**src/core/swr_pkg.sv**
```systemverilog
// Package for the sleep, wake and reset-cause block: register map, fields, timing.
// Assumes a 100 MHz system clock and an AXI4-Lite register bus with 32-bit data.
package swr_pkg;
  // Register byte offsets
  localparam logic [7:0] SWR_OPTIONS_OFF = 8'h00;
  localparam logic [7:0] SWR_STATUS_OFF = 8'h04;
  localparam logic [7:0] SWR_IRQ_STAT_OFF = 8'h08;
  localparam logic [7:0] SWR_IRQ_MASK_OFF = 8'h0C;
  localparam logic [7:0] SWR_CTRL_OFF = 8'h10;
  // Option register layout and reset value
  localparam logic [7:0] SWR_OPTIONS_RST = 8'h3F;
  localparam logic [7:0] SWR_OPTIONS_MASK = 8'h3F;
  localparam int SWR_OPT_ASSIGN_BIT = 3;
  localparam int SWR_OPT_RATIO_LSB = 0;
  // Status bit positions
  localparam int SWR_ST_TIMEOUT_BIT = 4;
  localparam int SWR_ST_PWRDN_BIT = 3;
  localparam int SWR_ST_ASLEEP_BIT = 0;
  // Interrupt event bits
  localparam int SWR_EV_WDT = 0;
  localparam int SWR_EV_WAKE = 1;
  localparam int SWR_EV_SLEEP = 2;
  localparam int SWR_EV_W = 3;
  // Control register bits: sleep command, clear-watchdog command
  localparam int SWR_CTRL_SLEEP_BIT = 0;
  localparam int SWR_CTRL_CLRWD_BIT = 1;
  // Watchdog base period
  localparam int SWR_CLK_MHZ = 100;
  localparam int SWR_WDT_PERIOD_US = 18000;
  localparam int SWR_WDT_CYCLES = SWR_WDT_PERIOD_US * SWR_CLK_MHZ;
  // Reset pulse length in cycles, minus one
  localparam logic [3:0] SWR_RST_PULSE = 4'h4;
  // Power states
  typedef enum logic [1:0] {
    SWR_RUN = 2'b00,
    SWR_SLEEP = 2'b01,
    SWR_RESET = 2'b10
  } swr_state_e;
endpackage : swr_pkg

```
**src/core/swr_axil.sv**
```systemverilog
// AXI4-Lite slave front end: produces one-cycle write and read strobes.
// Assumes one clock; read data is supplied combinationally by the parent.
`timescale 1ns/1ps
module swr_axil (
  input wire logic aclk, // System clock
  input wire logic aresetn, // Sync reset, active low
  input wire logic [7:0] s_awaddr, // Write address
  input wire logic s_awvalid, // Write address valid
  output logic s_awready, // Write address ready
  input wire logic [31:0] s_wdata, // Write data
  input wire logic [3:0] s_wstrb, // Write strobes
  input wire logic s_wvalid, // Write data valid
  output logic s_wready, // Write data ready
  output logic [1:0] s_bresp, // Write response
  output logic s_bvalid, // Write response valid
  input wire logic s_bready, // Write response ready
  input wire logic [7:0] s_araddr, // Read address
  input wire logic s_arvalid, // Read address valid
  output logic s_arready, // Read address ready
  output logic [31:0] s_rdata, // Read data
  output logic [1:0] s_rresp, // Read response
  output logic s_rvalid, // Read valid
  input wire logic s_rready, // Read ready
  output logic wr_en, // Write strobe
  output logic [7:0] wr_addr, // Write address held
  output logic [31:0] wr_data, // Write data held
  output logic [3:0] wr_strb, // Write strobes held
  input wire logic wr_err, // Write address unmapped
  output logic rd_en, // Read strobe
  output logic [7:0] rd_addr, // Read address held
  input wire logic [31:0] rd_data, // Read data from parent
  input wire logic rd_err // Read address unmapped
);
  logic aw_have_r;
  logic w_have_r;
  // Capture address and data in either order
  always_ff @(posedge aclk) begin
    if (!aresetn) begin
      aw_have_r <= 1'b0;
      w_have_r <= 1'b0;
      wr_addr <= 8'h00;
      wr_data <= 32'h0000_0000;
      wr_strb <= 4'h0;
    end else begin
      if (s_awvalid && s_awready) begin
        aw_have_r <= 1'b1;
        wr_addr <= s_awaddr;
      end
      if (s_wvalid && s_wready) begin
        w_have_r <= 1'b1;
        wr_data <= s_wdata;
        wr_strb <= s_wstrb;
      end
      if (wr_en) begin
        aw_have_r <= 1'b0;
        w_have_r <= 1'b0;
      end
    end
  end
  assign s_awready = !aw_have_r && !s_bvalid;
  assign s_wready = !w_have_r && !s_bvalid;
  assign wr_en = aw_have_r && w_have_r;
  // Write response
  always_ff @(posedge aclk) begin
    if (!aresetn) begin
      s_bvalid <= 1'b0;
      s_bresp <= 2'b00;
    end else if (wr_en) begin
      s_bvalid <= 1'b1;
      s_bresp <= wr_err ? 2'b10 : 2'b00;
    end else if (s_bready) begin
      s_bvalid <= 1'b0;
    end
  end
  // Read channel: address then data one cycle later
  logic ar_have_r;
  always_ff @(posedge aclk) begin
    if (!aresetn) begin
      ar_have_r <= 1'b0;
      rd_addr <= 8'h00;
      s_rvalid <= 1'b0;
      s_rdata <= 32'h0000_0000;
      s_rresp <= 2'b00;
    end else begin
      if (s_arvalid && s_arready) begin
        ar_have_r <= 1'b1;
        rd_addr <= s_araddr;
      end
      if (rd_en) begin
        ar_have_r <= 1'b0;
        s_rvalid <= 1'b1;
        s_rdata <= rd_data;
        s_rresp <= rd_err ? 2'b10 : 2'b00;
      end else if (s_rvalid && s_rready) begin
        s_rvalid <= 1'b0;
      end
    end
  end
  assign s_arready = !ar_have_r && !s_rvalid;
  assign rd_en = ar_have_r;
endmodule : swr_axil

```
**src/core/swr_wdt.sv**
```systemverilog
// Watchdog base counter and 8-bit postscaler.
// Assumes a single clock; clears arrive as one-cycle pulses.
`timescale 1ns/1ps
module swr_wdt #(
  parameter int BASE_CYCLES = 1800000 // Cycles per base time-out
) (
  input wire logic aclk, // System clock
  input wire logic aresetn, // Sync reset, active low
  input wire logic enable, // Watchdog running
  input wire logic clear, // Clear counter and postscaler
  input wire logic use_scaler, // Postscaler assigned to watchdog
  input wire logic [2:0] ratio, // Postscale ratio select
  output logic timeout, // One-cycle time-out pulse
  output logic [31:0] count // Base counter value
);
  logic [7:0] scaler_r;
  logic base_tick;
  logic [7:0] limit;
  assign base_tick = (count == 32'(BASE_CYCLES - 1));
  // Ratio 1:1 .. 1:128 from the three select bits
  assign limit = 8'((9'h001 << ratio) - 9'h001);
  // Base counter
  always_ff @(posedge aclk) begin
    if (!aresetn || clear || !enable || base_tick) begin
      count <= 32'h0000_0000;
    end else begin
      count <= count + 32'h0000_0001;
    end
  end
  // Postscaler and time-out
  always_ff @(posedge aclk) begin
    if (!aresetn || clear || !enable) begin
      scaler_r <= 8'h00;
      timeout <= 1'b0;
    end else begin
      timeout <= 1'b0;
      if (base_tick) begin
        if (!use_scaler || scaler_r == limit) begin
          scaler_r <= 8'h00;
          timeout <= 1'b1;
        end else begin
          scaler_r <= scaler_r + 8'h01;
        end
      end
    end
  end
endmodule : swr_wdt

```
**src/core/swr_top.sv**
```systemverilog
// Sleep, wake-up and reset-cause control with watchdog and register access.
// Assumes synchronous master-clear pin input and one-cycle decoder commands.
// Behaviour
// - Sleep is entered only on the sleep command, from the core or the control register.
// - Entering sleep clears watchdog, sets timeout flag, clears powerdown flag, stops oscillator.
// - While asleep every I/O pin holds its prior drive state.
// - Watchdog reset is internal only; master-clear pin is never driven.
// - Wake on master-clear active level or enabled watchdog time-out.
// - Either wake event gives full device reset, not resumption.
// - Any watchdog time-out clears the active-low timeout flag.
// - Powerdown flag set at power-up, cleared by sleep command.
// - Watchdog counter cleared on every wake from sleep.
// - Option register loads 3F on power-on, master-clear and watchdog reset.
// - Option low nibble selects postscaler assignment and ratio.
// - Base time-out 18 ms, extended by postscaler up to 1:128.
// - Clear-watchdog command clears counter and postscaler.
// - Watchdog enable config bit low disables watchdog completely.
`timescale 1ns/1ps
module swr_top
  import swr_pkg::*;
#(
  parameter int WDT_CYCLES = swr_pkg::SWR_WDT_CYCLES, // Base watchdog period in cycles
  parameter int IO_W = 8 // Number of I/O pins
) (
  input wire logic aclk, // System clock
  input wire logic aresetn, // Power-on reset, sync, active low
  input wire logic master_clear_pin_n, // External reset pin, active low
  input wire logic sleep_instr, // Sleep command pulse
  input wire logic clear_watchdog_instr, // Clear-watchdog command pulse
  input wire logic watchdog_enable_cfg, // Config bit, 1 enables watchdog
  input wire logic [IO_W-1:0] io_out_core, // Core pin output values
  input wire logic [IO_W-1:0] io_oe_core, // Core pin output enables
  output logic [IO_W-1:0] io_out, // Pin output values
  output logic [IO_W-1:0] io_oe, // Pin output enables
  output logic osc_drive_en, // Oscillator driver enable
  output logic device_reset, // Internal device reset
  output logic asleep, // Sleep state
  output logic timeout_flag_n, // Time-out status flag
  output logic powerdown_flag_n, // Power-down status flag
  output logic [7:0] timer_prescale_options, // Option register value
  output logic irq, // Interrupt level
  input wire logic [7:0] s_awaddr, // Write address
  input wire logic s_awvalid, // Write address valid
  output logic s_awready, // Write address ready
  input wire logic [31:0] s_wdata, // Write data
  input wire logic [3:0] s_wstrb, // Write strobes
  input wire logic s_wvalid, // Write data valid
  output logic s_wready, // Write data ready
  output logic [1:0] s_bresp, // Write response
  output logic s_bvalid, // Write response valid
  input wire logic s_bready, // Write response ready
  input wire logic [7:0] s_araddr, // Read address
  input wire logic s_arvalid, // Read address valid
  output logic s_arready, // Read address ready
  output logic [31:0] s_rdata, // Read data
  output logic [1:0] s_rresp, // Read response
  output logic s_rvalid, // Read valid
  input wire logic s_rready // Read ready
);
  import swr_pkg::*;
  swr_state_e state_r;
  logic master_clear_pin_n_s1_r, master_clear_pin_n_s2_r;
  logic wr_en, rd_en, wr_err, rd_err;
  logic [7:0] wr_addr, rd_addr;
  logic [31:0] wr_data, rd_data;
  logic [3:0] wr_strb;
  logic wd_timeout, wd_clear, wd_en;
  logic [31:0] wd_count;
  logic [3:0] rst_cnt_r;
  logic [IO_W-1:0] io_out_hold_r, io_oe_hold_r;
  logic [SWR_EV_W-1:0] irq_stat_r, irq_mask_r, ev;
  logic sw_sleep, sw_clrwd, do_sleep, do_clrwd, wake, master_clear_pin_n_act;
  logic stat_rd;

  // Master-clear pin synchroniser
  always_ff @(posedge aclk) begin
    if (!aresetn) begin
      master_clear_pin_n_s1_r <= 1'b1;
      master_clear_pin_n_s2_r <= 1'b1;
    end else begin
      master_clear_pin_n_s1_r <= master_clear_pin_n;
      master_clear_pin_n_s2_r <= master_clear_pin_n_s1_r;
    end
  end
  assign master_clear_pin_n_act = !master_clear_pin_n_s2_r;

  // Register bus front end
  swr_axil u_axil (
    .aclk(aclk),
    .aresetn(aresetn),
    .s_awaddr(s_awaddr),
    .s_awvalid(s_awvalid),
    .s_awready(s_awready),
    .s_wdata(s_wdata),
    .s_wstrb(s_wstrb),
    .s_wvalid(s_wvalid),
    .s_wready(s_wready),
    .s_bresp(s_bresp),
    .s_bvalid(s_bvalid),
    .s_bready(s_bready),
    .s_araddr(s_araddr),
    .s_arvalid(s_arvalid),
    .s_arready(s_arready),
    .s_rdata(s_rdata),
    .s_rresp(s_rresp),
    .s_rvalid(s_rvalid),
    .s_rready(s_rready),
    .wr_en(wr_en),
    .wr_addr(wr_addr),
    .wr_data(wr_data),
    .wr_strb(wr_strb),
    .wr_err(wr_err),
    .rd_en(rd_en),
    .rd_addr(rd_addr),
    .rd_data(rd_data),
    .rd_err(rd_err)
  );

  // Software command strobes from the control register
  assign sw_sleep = wr_en && wr_addr == SWR_CTRL_OFF && wr_strb[0]
                    && wr_data[SWR_CTRL_SLEEP_BIT];
  assign sw_clrwd = wr_en && wr_addr == SWR_CTRL_OFF && wr_strb[0]
                    && wr_data[SWR_CTRL_CLRWD_BIT];
  // A reset request in the same cycle wins over the sleep command
  assign do_sleep = (sleep_instr || sw_sleep) && state_r == SWR_RUN
                    && !master_clear_pin_n_act && !wd_timeout;
  assign do_clrwd = (clear_watchdog_instr || sw_clrwd) && state_r == SWR_RUN;
  assign wd_en = watchdog_enable_cfg;
  assign wake = state_r == SWR_SLEEP && (master_clear_pin_n_act || wd_timeout);
  // Counter cleared by clear command, sleep entry, wake and any reset
  assign wd_clear = do_clrwd || do_sleep || wake || state_r == SWR_RESET;

  // Watchdog counter and postscaler
  swr_wdt #(
    .BASE_CYCLES(WDT_CYCLES)
  ) u_wdt (
    .aclk(aclk),
    .aresetn(aresetn),
    .enable(wd_en),
    .clear(wd_clear),
    .use_scaler(timer_prescale_options[SWR_OPT_ASSIGN_BIT]),
    .ratio(timer_prescale_options[SWR_OPT_RATIO_LSB +: 3]),
    .timeout(wd_timeout),
    .count(wd_count)
  );

  // Power state machine
  always_ff @(posedge aclk) begin
    if (!aresetn) begin
      state_r <= SWR_RESET;
      rst_cnt_r <= SWR_RST_PULSE;
    end else begin
      case (state_r)
        SWR_RUN: begin
          if (master_clear_pin_n_act || wd_timeout) begin
            state_r <= SWR_RESET;
            rst_cnt_r <= SWR_RST_PULSE;
          end else if (do_sleep) begin
            state_r <= SWR_SLEEP;
          end
        end
        SWR_SLEEP: begin
          if (wake) begin
            state_r <= SWR_RESET;
            rst_cnt_r <= SWR_RST_PULSE;
          end
        end
        default: begin
          if (master_clear_pin_n_act) begin
            rst_cnt_r <= SWR_RST_PULSE;
          end else if (rst_cnt_r == 4'h0) begin
            state_r <= SWR_RUN;
          end else begin
            rst_cnt_r <= rst_cnt_r - 4'h1;
          end
        end
      endcase
    end
  end
  assign asleep = state_r == SWR_SLEEP;
  assign device_reset = state_r == SWR_RESET;
  assign osc_drive_en = state_r != SWR_SLEEP;

  // Reset-cause flags
  always_ff @(posedge aclk) begin
    if (!aresetn) begin
      timeout_flag_n <= 1'b1;
      powerdown_flag_n <= 1'b1;
    end else begin
      if (wd_timeout) begin
        timeout_flag_n <= 1'b0;
      end else if (do_sleep || do_clrwd) begin
        timeout_flag_n <= 1'b1;
      end
      if (do_sleep) begin
        powerdown_flag_n <= 1'b0;
      end else if (do_clrwd) begin
        powerdown_flag_n <= 1'b1;
      end
    end
  end

  // Option register: write-only from software, preset on every reset
  always_ff @(posedge aclk) begin
    if (!aresetn) begin
      timer_prescale_options <= SWR_OPTIONS_RST;
    end else if (state_r == SWR_RESET) begin
      timer_prescale_options <= SWR_OPTIONS_RST;
    end else if (wr_en && wr_addr == SWR_OPTIONS_OFF && wr_strb[0]) begin
      timer_prescale_options <= wr_data[7:0] & SWR_OPTIONS_MASK;
    end
  end

  // I/O hold: capture drive state when sleep starts
  always_ff @(posedge aclk) begin
    if (!aresetn) begin
      io_out_hold_r <= '0;
      io_oe_hold_r <= '0;
    end else if (do_sleep) begin
      io_out_hold_r <= io_out_core;
      io_oe_hold_r <= io_oe_core;
    end
  end
  assign io_out = asleep ? io_out_hold_r : io_out_core;
  assign io_oe = asleep ? io_oe_hold_r : io_oe_core;

  // Interrupt status: sticky events, cleared on read, set wins
  assign ev[SWR_EV_WDT] = wd_timeout;
  assign ev[SWR_EV_WAKE] = wake;
  assign ev[SWR_EV_SLEEP] = do_sleep;
  assign stat_rd = rd_en && rd_addr == SWR_IRQ_STAT_OFF;
  always_ff @(posedge aclk) begin
    if (!aresetn) begin
      irq_stat_r <= '0;
    end else begin
      irq_stat_r <= (stat_rd ? '0 : irq_stat_r) | ev;
    end
  end
  always_ff @(posedge aclk) begin
    if (!aresetn) begin
      irq_mask_r <= '0;
    end else if (wr_en && wr_addr == SWR_IRQ_MASK_OFF && wr_strb[0]) begin
      irq_mask_r <= wr_data[SWR_EV_W-1:0];
    end
  end
  assign irq = |(irq_stat_r & irq_mask_r);

  // Read decode
  always_comb begin
    rd_data = 32'h0000_0000;
    rd_err = 1'b0;
    if (rd_addr == SWR_STATUS_OFF) begin
      rd_data[SWR_ST_TIMEOUT_BIT] = timeout_flag_n;
      rd_data[SWR_ST_PWRDN_BIT] = powerdown_flag_n;
      rd_data[SWR_ST_ASLEEP_BIT] = asleep;
    end else if (rd_addr == SWR_IRQ_STAT_OFF) begin
      rd_data[SWR_EV_W-1:0] = irq_stat_r;
    end else if (rd_addr == SWR_IRQ_MASK_OFF) begin
      rd_data[SWR_EV_W-1:0] = irq_mask_r;
    end else if (rd_addr == SWR_OPTIONS_OFF || rd_addr == SWR_CTRL_OFF) begin
      rd_data = 32'h0000_0000;
    end else begin
      rd_err = 1'b1;
    end
  end
  assign wr_err = !(wr_addr == SWR_OPTIONS_OFF || wr_addr == SWR_IRQ_MASK_OFF
                    || wr_addr == SWR_CTRL_OFF || wr_addr == SWR_STATUS_OFF
                    || wr_addr == SWR_IRQ_STAT_OFF);
endmodule : swr_top

```
**config.mk**
```make
export PLATFORM = sky130hd
export DESIGN_NAME = swr_top
export DESIGN_NICKNAME = d
export VERILOG_FILES = /design/src/core/swr_pkg.sv /design/src/core/swr_axil.sv /design/src/core/swr_wdt.sv /design/src/core/swr_top.sv
export SDC_FILE = /design/constraint.sdc
export NUM_CORES = 1
export LEC_CHECK = 0
export BUFFER_PORTS_ARGS = -buffer_cell sky130_fd_sc_hd__buf_2
export CAP_MARGIN = 20
export CORE_MARGIN = 4
export CORE_UTILIZATION = 50
export CTS_CLUSTER_DIAMETER = 100
export DETAILED_ROUTE_END_ITERATION = 16
export PLACE_DENSITY = 0.81
export SYNTH_ARGS = -nofsm -noshare
export SYNTH_HDL_FRONTEND = slang
export SYNTH_HIERARCHICAL = 1
export SYNTH_SLANG_ARGS = --single-unit
```
**constraint.sdc**
```tcl
create_clock -name aclk -period 4.6 [get_ports aclk]
set_clock_uncertainty 0.1 [all_clocks]
set_input_delay 0 -clock aclk [delete_from_list [all_inputs] [get_ports aclk]]
set_output_delay 0 -clock aclk [all_outputs]
set_load 0.03 [all_outputs]
```
==> results.yml <==
status:
  status: "complete, no violations"
route:
  post-route-drc-count: 0
  drt_iter0_markers: 489
  wl_um: 16700
  avgViaCountPerCell: 5.24
  ant_nets: 0
  vias: 6197
  firstDrtPassIters: 5
  avgRoutedWirePerCell_um: 14.1
floorplanning:
  die_h_um: 127
  std_cell_rows: 43
  coreArea_um2: 13900
  pin_count: 150
  initial_core_util_pct: 51.0
  die_x_um: 127
  dieArea_um2: 16100
global_routing:
  global_route.overflow_total: 0
  grt_pass1_vias: 6017
  grt_antenna_before_repair: 0
  grt_first_pass_wirelength_um: 28100
  grt_max_degree: 124
  grtUsageTotal_pct: 20.9
job:
  cap_violations: 0
power:
  switching_share_pct: 27.8
  clockPowerShare_pct: 42.6
  fin_total_pwr_mw: 3.23
  p_int_mw: 2.33
  ir_drop_uv: 288
  pwr-share-seq_pct: 42.2
  leakagePower_nw: 3.68
  power_frac_comb_pct: 15.2
  p_per_area_nw_per_um2: 366
  p_switching_uw: 897
clock_tree:
  clock_latency_ns: 0.42
  post_cts_buffers: 0
  htreeDepth: 4
  clk_pin_slew_ns: 0.07
  clock_sinks: 141
  clk_path_buf_depth: 2
  cts_tree: "done"
  numCtsBuffers: 17
  clk_root_buffer_cell: "clkbuf_16"
sta:
  final.setup.worst_slack_ns: 1.62
  period_minus_slack_ns: 2.98
  rsz0062_at_grt: "false"
  fin_crit_sh_pct: 64.9
  fmax_mhz: 335
  slew_headroom_pct: 28.2
  finalHoldViolCount: 0
  maxSlewViolCount: 0
  worstMarginPinSlew_ns: 1.08
  fin_hold_ws_ns: 0.0355
  fin_setup_tns_ns: 0
  setup_viol: 0
layout:
  nets: 1073
  drive_above_1_share_pct: 17.4
  syn_to_final_growth_pct: 24.8
  diodes: 0
  fin_cells: 1183
  mostFrequentLayoutCells: "152 x nand2_1, 140 x dfxtp_1, 115 x buf_2"
  final_common_cell: "nand2_1"
worst_setup_path:
  crit_arrival_ns: 2.88
  worstPathCellList: "nand2b_1 -> clkinv_1 -> nand2_1 -> nand2_1 -> buf_2"
  crit_start: "state_r[1]"
  start_kind: "flip-flop"
  worst-path-buf-inv: 2
  cp.required_ns: 4.50
  path_max_fanout: 19
  end_kind: "primary output"
  reg2reg_from: "u_axil/w_have_r"
  critPathMaxStageDelay_ns: 0.74
  crit_slowest_cell: "clkinv_1"
  cp_common_cell: "nand2_1"
  cp_top_family: "simple AND/OR/NAND/NOR gates"
  path_class: "flip-flop to primary output"
placed_design:
  dpl_worst_slack_ns: 1.80
  dp.cells: 1095
  place_congestion: 0.842
  numPortBuffers: 116
  hpwl_um: 10600
synthesis:
  yosys_warnings: 6
  syn_avg_cell_area_um2: 8.59
  synth_area_um2: 7080
  syn_inst: 824
min_path:
  hold_class: "input port to flip-flop"
  hold_start: "s_wvalid"
-- worst paths after layout --
check,to,slack [ns],cells after the start
setup reg to reg,u_wdt/count[22],1.77,8
hold reg to reg,master_clear_pin_n_s2_r,0.32,1
hold / removal,u_axil/wr_strb[0],0.04,3
setup / recovery,io_oe[1],1.62,5
-- tightest hold or removal path, stage by stage --
cell	delay, ns
buf_2	0.10
nor3b_2	0.25
mux2i_1	0.15
-- routing by layer --
| metal | up-vias | track usage (%) | routed length (um) |
|---|---|---|---|
| li1 | 3138 | - | - |
| met1 | 2887 | 26.2 | 7630 |
| met2 | 144 | 34.9 | 8090 |
| met3 | 28 | 4.97 | 652 |
| met4 | 0 | 7.82 | 348 |
| met5 | - | 0 | 0 |
-- state kept, by name, indices dropped and copies added (netlist names), 4 cells and up --
register	flops
u_wdt/scaler_r	8
io_out_hold_r	8
io_oe_hold_r	8
timer_prescale_options	6
u_wdt/count	32
rst_cnt_r	4
u_axil/wr_addr	8
u_axil/s_rdata	32
u_axil/wr_data	6
u_axil/rd_addr	8
-- cell type report --
class	count	area [um2]
sequential	141	2820
clock inverter	14	159
multi-input combinational	638	3940
clock buffer	18	439
tap	180	225
inverter	14	52.6
fill	1138	5050
timing repair buffer	178	1190
-- metrics by stage --
step	util, %	instance area (um2)
after global routing	63.6	8830
after detailed placement	55.3	7670
after CTS	63.6	8830
after global placement	55.3	7670
final	63.6	8830
after floorplan	-	7180
-- power groups by stage --
stage                     Clock (mW)  Sequential [mW]  Combinational (mW)
final                           1.37             1.36               0.491
after detailed placement           0             1.39               0.445
after global routing            1.45             1.37               0.540
after global placement             0             1.39               0.435
after CTS                       1.39             1.36               0.486
after floorplan                    0             1.39               0.348
-- what timing repair did --
action	CTS	global route
hold buffers	56	0
resized for setup	0	0
endpoints found under the hold margin	47	0
No activity file was read; power rests on OpenSTA's default activity.
